$ cat src/logic/pcd_pkg.sv
/*
 * pcd_pkg: register offsets, field positions and reset values of the pump,
 * phase comparator and reference buffer settings.
 * Assumes 24-bit registers reached by an 8-bit register address.
 */
package pcd_pkg;
    localparam int unsigned PCD_DATA_W = 24;
    localparam int unsigned PCD_ADDR_W = 8;
    localparam int unsigned PCD_GAIN_W = 7;

    // register offsets
    localparam logic [7:0] PCD_REF_BUF_OFS = 8'h08;
    localparam logic [7:0] PCD_PUMP_OFS = 8'h09;
    localparam logic [7:0] PCD_DET_OFS = 8'h0b;

    // pump_gain_offset_control fields
    localparam int unsigned PCD_GAIN_SINK_LSB = 0;
    localparam int unsigned PCD_GAIN_SOURCE_LSB = 7;
    localparam int unsigned PCD_BIAS_MAG_LSB = 14;
    localparam int unsigned PCD_BIAS_UP_BIT = 21;
    localparam int unsigned PCD_BIAS_DN_BIT = 22;

    // detector_feature_control fields
    localparam int unsigned PCD_MASK_UP_BIT = 5;
    localparam int unsigned PCD_MASK_DN_BIT = 6;
    localparam int unsigned PCD_FORCE_UP_BIT = 9;
    localparam int unsigned PCD_FORCE_DN_BIT = 10;

    // reference_buffer_config fields
    localparam int unsigned PCD_BUF_MODE_BIT = 21;

    // reset values: pump gains zero, offset off, both comparator outputs passed
    localparam logic [23:0] PCD_REF_BUF_RST = 24'h000000;
    localparam logic [23:0] PCD_PUMP_RST = 24'h000000;
    localparam logic [23:0] PCD_DET_RST = 24'h000060;
    localparam logic [23:0] PCD_READ_NONE = 24'h000000;
endpackage : pcd_pkg

$ cat src/logic/pcd_steer_if.sv
/*
 * pcd_steer_if: carries detector mask and force settings from the register
 * bank to the pump steering logic and the steered pump controls back.
 * Assumes both ends run on the same register clock.
 */
`timescale 1ns/1ns
`default_nettype none
interface pcd_steer_if;
    logic pass_up;
    logic pass_dn;
    logic force_up;
    logic force_dn;
    logic pump_source;
    logic pump_sink;
    logic pump_hiz;

    modport bank (
        output pass_up,
        output pass_dn,
        output force_up,
        output force_dn,
        input pump_source,
        input pump_sink,
        input pump_hiz
    );

    modport steer (
        input pass_up,
        input pass_dn,
        input force_up,
        input force_dn,
        output pump_source,
        output pump_sink,
        output pump_hiz
    );
endinterface : pcd_steer_if
`default_nettype wire

$ cat src/logic/pcd_control.sv
/*
 * pcd_control: register bank for pump gain and offset, phase comparator
 * features and reference buffer mode, decoded into analog controls.
 * Assumes the serial port deserialiser outside delivers whole 24-bit words
 * with an address and a one-cycle write or read strobe, synchronous to clk_in.
 */
// Overview of operation
// - up and down pump gains from fields
// - offset magnitude and up/down enables from fields
// - mask bit 5 low blocks up
// - mask bit 6 low blocks down
// - both masks low: pump high impedance
// - a single force bit drives pump up or down over the masks; both force bits set are ignored
// - bit 21 selects reference buffer mode
`timescale 1ns/1ns
`default_nettype none
module pcd_control (
    input wire logic clk_in,
    input wire logic rst_n_in,
    input wire logic reg_wr_in,
    input wire logic reg_rd_in,
    input wire logic [pcd_pkg::PCD_ADDR_W-1:0] reg_addr_in,
    input wire logic [pcd_pkg::PCD_DATA_W-1:0] reg_wdata_in,
    input wire logic comparator_up_in,
    input wire logic comparator_dn_in,
    output logic [pcd_pkg::PCD_DATA_W-1:0] reg_rdata_out,
    output logic reg_rvalid_out,
    output logic [pcd_pkg::PCD_GAIN_W-1:0] pump_source_gain_out,
    output logic [pcd_pkg::PCD_GAIN_W-1:0] pump_sink_gain_out,
    output logic [pcd_pkg::PCD_GAIN_W-1:0] pump_bias_current_out,
    output logic pump_bias_up_en_out,
    output logic pump_bias_dn_en_out,
    output logic pump_source_out,
    output logic pump_sink_out,
    output logic pump_hiz_out,
    output logic ref_buf_high_freq_out
);
    import pcd_pkg::*;

    logic [PCD_DATA_W-1:0] ref_buf_reg;
    logic [PCD_DATA_W-1:0] ref_buf_next;
    logic [PCD_DATA_W-1:0] pump_reg;
    logic [PCD_DATA_W-1:0] pump_next;
    logic [PCD_DATA_W-1:0] det_reg;
    logic [PCD_DATA_W-1:0] det_next;
    logic [PCD_DATA_W-1:0] rdata_reg;
    logic [PCD_DATA_W-1:0] rdata_next;
    logic rvalid_reg;
    logic rvalid_next;

    pcd_steer_if steer_bus ();

    function automatic logic addr_is(input logic [PCD_ADDR_W-1:0] addr, input logic [PCD_ADDR_W-1:0] ofs);
        addr_is = (addr == ofs);
    endfunction : addr_is

    // register writes and reads; unmapped reads return zero, writes dropped
    always_comb begin
        ref_buf_next = ref_buf_reg;
        pump_next = pump_reg;
        det_next = det_reg;
        if (reg_wr_in && addr_is(reg_addr_in, PCD_REF_BUF_OFS)) begin
            ref_buf_next = reg_wdata_in;
        end
        if (reg_wr_in && addr_is(reg_addr_in, PCD_PUMP_OFS)) begin
            pump_next = reg_wdata_in;
        end
        if (reg_wr_in && addr_is(reg_addr_in, PCD_DET_OFS)) begin
            det_next = reg_wdata_in;
        end
        rvalid_next = reg_rd_in;
        rdata_next = rdata_reg;
        if (reg_rd_in) begin
            if (addr_is(reg_addr_in, PCD_REF_BUF_OFS)) begin
                rdata_next = ref_buf_reg;
            end else if (addr_is(reg_addr_in, PCD_PUMP_OFS)) begin
                rdata_next = pump_reg;
            end else if (addr_is(reg_addr_in, PCD_DET_OFS)) begin
                // force bits read back as stored, not as applied
                rdata_next = det_reg;
            end else begin
                rdata_next = PCD_READ_NONE;
            end
        end
    end

    always_ff @(posedge clk_in or negedge rst_n_in) begin
        if (!rst_n_in) begin
            ref_buf_reg <= PCD_REF_BUF_RST;
            pump_reg <= PCD_PUMP_RST;
            det_reg <= PCD_DET_RST;
            rdata_reg <= PCD_READ_NONE;
            rvalid_reg <= 1'b0;
        end else begin
            ref_buf_reg <= ref_buf_next;
            pump_reg <= pump_next;
            det_reg <= det_next;
            rdata_reg <= rdata_next;
            rvalid_reg <= rvalid_next;
        end
    end

    // host keeps gains equal and offset legal; no checking is done here
    assign pump_source_gain_out = pump_reg[PCD_GAIN_SOURCE_LSB +: PCD_GAIN_W];
    assign pump_sink_gain_out = pump_reg[PCD_GAIN_SINK_LSB +: PCD_GAIN_W];
    assign pump_bias_current_out = pump_reg[PCD_BIAS_MAG_LSB +: PCD_GAIN_W];
    assign pump_bias_up_en_out = pump_reg[PCD_BIAS_UP_BIT];
    assign pump_bias_dn_en_out = pump_reg[PCD_BIAS_DN_BIT];
    assign ref_buf_high_freq_out = ref_buf_reg[PCD_BUF_MODE_BIT];

    assign steer_bus.pass_up = det_reg[PCD_MASK_UP_BIT];
    assign steer_bus.pass_dn = det_reg[PCD_MASK_DN_BIT];
    assign steer_bus.force_up = det_reg[PCD_FORCE_UP_BIT];
    assign steer_bus.force_dn = det_reg[PCD_FORCE_DN_BIT];

    pcd_pump_steer u_steer (
        .clk_in(clk_in),
        .rst_n_in(rst_n_in),
        .comparator_up_in(comparator_up_in),
        .comparator_dn_in(comparator_dn_in),
        .steer_if(steer_bus.steer)
    );

    assign pump_source_out = steer_bus.pump_source;
    assign pump_sink_out = steer_bus.pump_sink;
    assign pump_hiz_out = steer_bus.pump_hiz;
    assign reg_rdata_out = rdata_reg;
    assign reg_rvalid_out = rvalid_reg;
endmodule : pcd_control
`default_nettype wire

$ cat src/logic/pcd_pump_steer.sv
/*
 * pcd_pump_steer: gates the phase comparator up/down pulses with the mask
 * bits, applies the force overrides and registers the pump controls.
 * Assumes comparator pulses synchronous to clk_in.
 */
`timescale 1ns/1ns
`default_nettype none
module pcd_pump_steer (
    input wire logic clk_in,
    input wire logic rst_n_in,
    input wire logic comparator_up_in,
    input wire logic comparator_dn_in,
    pcd_steer_if.steer steer_if
);
    logic source_reg;
    logic source_next;
    logic sink_reg;
    logic sink_next;
    logic hiz_reg;
    logic hiz_next;
    logic one_force;

    always_comb begin
        // both forces together cancel out
        one_force = steer_if.force_up ^ steer_if.force_dn;
        if (one_force) begin
            source_next = steer_if.force_up;
            sink_next = steer_if.force_dn;
            hiz_next = 1'b0;
        end else begin
            source_next = comparator_up_in & steer_if.pass_up;
            sink_next = comparator_dn_in & steer_if.pass_dn;
            hiz_next = ~steer_if.pass_up & ~steer_if.pass_dn;
        end
    end

    always_ff @(posedge clk_in or negedge rst_n_in) begin
        if (!rst_n_in) begin
            source_reg <= 1'b0;
            sink_reg <= 1'b0;
            hiz_reg <= 1'b0;
        end else begin
            source_reg <= source_next;
            sink_reg <= sink_next;
            hiz_reg <= hiz_next;
        end
    end

    assign steer_if.pump_source = source_reg;
    assign steer_if.pump_sink = sink_reg;
    assign steer_if.pump_hiz = hiz_reg;
endmodule : pcd_pump_steer
`default_nettype wire

$ cat config.mk
export PLATFORM = sky130hd
export DESIGN_NAME = pcd_control
export DESIGN_NICKNAME = d
export VERILOG_FILES = /design/src/logic/pcd_pkg.sv /design/src/logic/pcd_steer_if.sv /design/src/logic/pcd_control.sv /design/src/logic/pcd_pump_steer.sv
export SDC_FILE = /design/constraint.sdc
export NUM_CORES = 1
export LEC_CHECK = 0
export BUFFER_PORTS_ARGS = -buffer_cell sky130_fd_sc_hd__buf_2
export CAP_MARGIN = 15
export CORE_ASPECT_RATIO = 0.7
export CORE_MARGIN = 1
export CORE_UTILIZATION = 40
export CTS_CLUSTER_SIZE = 30
export DETAILED_ROUTE_END_ITERATION = 12
export PLACE_DENSITY = 0.67
export SYNTH_ARGS = -nofsm -noshare
export SYNTH_HDL_FRONTEND = slang
export SYNTH_SLANG_ARGS = --single-unit
$ cat constraint.sdc
create_clock -name clk_in -period 2.5 [get_ports clk_in]
set_input_delay 0.125 -clock clk_in [delete_from_list [all_inputs] [get_ports clk_in]]
set_output_delay 0.125 -clock clk_in [all_outputs]
set_load 0.01 [all_outputs]
== Yosys cells after proc, flatten, opt, wreduce, memory -nomap -nowiden ==
Index checks and enable logic that the tools add are counted.
Cells by class
  equal/unequal tests: 3
  multiplexer cells: 6
  bitwise operators: 6
  reduce and logical (&&, ||, !) cells: 3
Operators by type and width (count)
  2-to-1 mux 24 bit: 3
  equality test 8 x 4 -> 1 bit, second input constant: 3
  bitwise AND 1 bit: 3
  logical AND 1 bit: 3
  2-to-1 mux 1 bit: 3
  NOT 1 bit: 2
  XOR 1 bit: 1
Storage, ports and cells
  flip-flop bits (word level): 100
  bits of input ports: 38
  output and inout port bits: 52
  logic and storage cells: 26

== Logic depth before layout (Yosys ltp) ==
  word-level depth: 4
  gate-level depth with buffers: 6
  mapped depth without buffers: 3

== Cells and area by module ==
From an unflattened synthesis, not the netlist that was laid out.
Second synthesis, totals
  cell total of the unflattened synthesis: 326
  area, all modules: 4440.5 um^2
Modules (own cells, without submodules)
  pcd_control: times used 1, cells an instance 315, area each 4315.4 um^2, sequential area each 2429.8 um^2
  pcd_pump_steer: times used 1, cells an instance 11, area each 125.1 um^2, sequential area each 75.1 um^2

== Least setup slack after synthesis ==
OpenSTA, ideal clock, no wires.
  kind: input -> register
  start point: in reg_addr_in[2] (netlist name)
  end point: reg ref_buf_reg[0]
  setup time: 0.125 ns
  arrival: 1.294 ns
  required time: 2.375 ns
  slack: 1.081 ns
  stages: 5
  path buffers: 2
  cells stage by stage: nor4b_4 -> and4_2 -> buf_6 -> buf_8 -> mux2_2
Between the ends
  word-level cells in the longest chain between the ends: 2
RTL lines
  start: declaration: RTL line pcd_control.sv:22  | input wire logic [pcd_pkg::PCD_ADDR_W-1:0] reg_addr_in,
  equality test 8 x 4 -> 1 bit: RTL line pcd_control.sv:54  | addr_is = (addr == ofs);
  logical AND 1 bit: RTL line pcd_control.sv:62  | if (reg_wr_in && addr_is(reg_addr_in, PCD_REF_BUF_OFS)) begin
  end signal: assignment: RTL line pcd_control.sv:95  | ref_buf_reg <= ref_buf_next;
  end: declaration: RTL line pcd_control.sv:40  | logic [PCD_DATA_W-1:0] ref_buf_reg;
No other way between the ends.
A chain may end at the register's enable or synchronous reset.

== Worst setup path in the final report ==
  start point: in reg_addr_in[2] (netlist name)
  end point: reg pump_reg[19]
Between the ends
  word-level cells in the longest chain between the ends: 2
RTL lines
  equality test 8 x 4 -> 1 bit: RTL line pcd_control.sv:54
  logical AND 1 bit: RTL line pcd_control.sv:65  | if (reg_wr_in && addr_is(reg_addr_in, PCD_PUMP_OFS)) begin
  end signal: assignment: RTL line pcd_control.sv:96  | pump_reg <= pump_next;
  end: declaration: RTL line pcd_control.sv:42  | logic [PCD_DATA_W-1:0] pump_reg;
No other way between the ends.

==> summary.md <==
| Metric | Value |
|---|---|
| Status | completed |
| Setup WS pre-CTS | 0.309 ns |
| DRC | 0 |
| Design area | 5170 µm² |
| CTS buffer count | 9 |
| Worst path bufs/invs | 1 |
| Syn Area/Cell | 13.6 µm² |
| Placed insts | 532 |
| Synth unique cells | 26 |
| Warnings, synthesis | 0 |
| Routed vias/inst | 5.06 |
| CP arrival | 2.02 ns |
| GP Congestion | 0.738 |
| Setup repair bufs after CTS | 0 |
| Critical Path, Cell by Cell | buf_2 > nor4b_4 > nand4_2 > mux2_2 |
| Max clock buf depth | 2 |
| Synth Net Count | 365 |
| Overall die width | 128 µm |
| Synth Register Bits | 100 |
| Sink Count | 100 |
| Clock slew at reported path FFs | 0.06 ns |
| Hold Fails Final Rpt | 0 |
| Fillcell total | 978 |
| N_diodes | 0 |
| DRT iter0 DRCs | 131 |
| Max Slew Vio Count | 0 |
| Min-Delay Path Class | primary input to flop |
| Worst path required time | 2.72 ns |
| Commonest non-fill, non-tap cell in the layout | dfrtp_1 |
| Max-cap viol count | 0 |
| Syn Std Cell Area | 4440 µm² |
| Static Leakage | 2.65 nW |
| Post-DRT Antenna Nets | 0 |
| Std cell rows | 31 |
| CP peak stage delay | 0.82 ns |
| Final period demand of the worst path | 1.80 ns |
| RSZ-0062 raised after global routing | no |
| Critical Path Start Type | primary input |
| PnR worst setup slack | 0.695 ns |
| Root Buffer | clkbuf_16 |
| Die height | 90.1 µm |
| Cells after Synth | 327 |
| Crit. End Element | flop |
| Ratio of cells with drive above 1 in the final layout | 53.5% |
| Max-slew headroom at the worst pin | 34.3% |
| Post-synth top area cell | dfrtp_1 |
| CTS tree | yes |
| Initial antenna violation count | 1 |
| TritonRoute pass-1 iters | 4 |
| Final instance count without filler cells | 548 |
| Largest net degree at the start of global routing | 57 |
| Worst Path Max Fanout | 24 |
| Clock Latency Late Sink | 0.34 ns |
| Quantity of I/O buffers inserted on ports | 89 |
| Detailed Route WL | 9.66 mm |
| Ports | 90 |
| Power Density | 656 nW/µm² |
| Setup TNS | 0 ns |
| First-pass GRT wire length | 15.6 mm |
| Most frequent cells in the layout | dfrtp_1, mux2_2, buf_2 |
| WS Path Type | primary input to flop |
| Placed Area | 4850 µm² |
| Max Fclk | 0.554 GHz |
| VDD IR max | 0.334 mV |
| Core footprint | 10600 µm² |
| Crit path max-delay family | simple AND/OR/NAND/NOR gates |
| Setup violators final | 0 |
| Total die area | 11500 µm² |
| Largest cells by area after synthesis | dfrtp_1, mux2_2, a22oi_1 |
| GRT Resource Usage Total | 18.1% |
| H-tree levels | 3 |
| Total gr overflow | 0 |
| Post-DP HPWL | 6.45 mm |
| Actual slew at the worst max-slew pin | 0.984 ns |
| Final net count | 434 |
| Tcrit/Tclk final | 72.2% |
| Starting Density | 42.1% |
| Yosys top cell area share | 55.3% |
| Syn-to-layout area delta | 16.4% |
| Routed vias | 2771 |
| Clock Skew | 0.00659 ns |
| DR WL/cell | 17.6 µm |
| Seq/Total Area, Yosys | 56.4% |
| Vias in the first global route | 2936 |
| Slowest-stage cell, CP | nand4_2 |
[layer usage]
layer	vias up	global-route usage, %	routed length, µm
met2	57	28.4	4540
met4	2	5.20	98
met3	8	6.31	440
met5	-	0	13
li1	1289	-	-
met1	1415	23.6	4570
[path summary, 6_finish.rpt]
| check | slack, ns | cells past startpoint | startpoint | endpoint |
|---|---|---|---|---|
| max in group asynchronous | 1.40 | 3 | rst_n_in | pump_reg[16] |
| hold / removal | 0.04 | 2 | reg_wdata_in[5] | ref_buf_reg[5] |
| min in group asynchronous | 0.38 | 2 | rst_n_in | ref_buf_reg[4] |
| setup reg to reg | 1.33 | 3 | det_reg[9] | reg_rdata_out[9] |
| setup / recovery | 0.70 | 4 | reg_addr_in[2] | pump_reg[19] |
| hold reg to reg | 0.50 | 1 | det_reg[11] | det_reg[11] |
[cell type report]
type	count	area [µm²]	share of cell area, %
multi-input cells	162	1550	29.9
well taps	148	185	3.58
inverters	24	90.1	1.74
clock buffers	14	274	5.30
flip-flops and latches	100	2500	48.5
clock inverters	1	30.0	0.581
repair buffers	99	538	10.4
[metrics by stage]
step	hold WS, ns	total power, mW	utilization, %
after CTS	0.0326	3.44	49.0
after global routing	0.0350	3.53	49.0
final	0.0439	3.39	49.0
after global placement	0.224	2.00	46.0
after floorplan	-0.171	1.89	-
after detailed placement	0.231	2.01	46.0
[report_power, final]
part / internal (mW) / switching [mW] / leakage [nW]
Combinational: 0.120 / 0.140 / 1.13
Clock: 0.853 / 0.556 / 0.149
Sequential: 1.68 / 0.0369 / 1.37
[cells by family (layout without fill, tap and decap cells)]
kind of cell / Yosys count / after routing / synth area share, %
multiplexers: 96 / 96 / 24.4
buffers and inverters: 65 / 138 / 8.74
AND/OR/NAND/NOR: 14 / 14 / 2.42
flip-flops: 100 / 100 / 56.4
AO/OA/AOI/OAI: 51 / 51 / 7.84
XOR/XNOR: 1 / 1 / 0.197
[Yosys cell counts]
cell type and count:
clkbuf_1 6, o21ai_0 1, a21oi_1 1, dfstp_2 2, a22oi_1 24, nor2b_1 1
nand3_1 2, nor2_1 2, a21o_1 1, o22ai_1 24, buf_4 21, nand4_2 2
nor4b_4 1, inv_1 24, buf_1 3, dfrtp_1 98, nor2_2 1, buf_6 5
buf_2 4, and2_1 1, nand2_1 2, buf_8 2, and4_2 1, nor3_1 1
mux2_2 96, xor2_1 1
[what timing repair did]
item	4_1_cts	5_1_grt
resized for setup	0	0
hold buffers	1	0
hold endpoints to repair	51	0
Power figures use the tool's default switching activity.
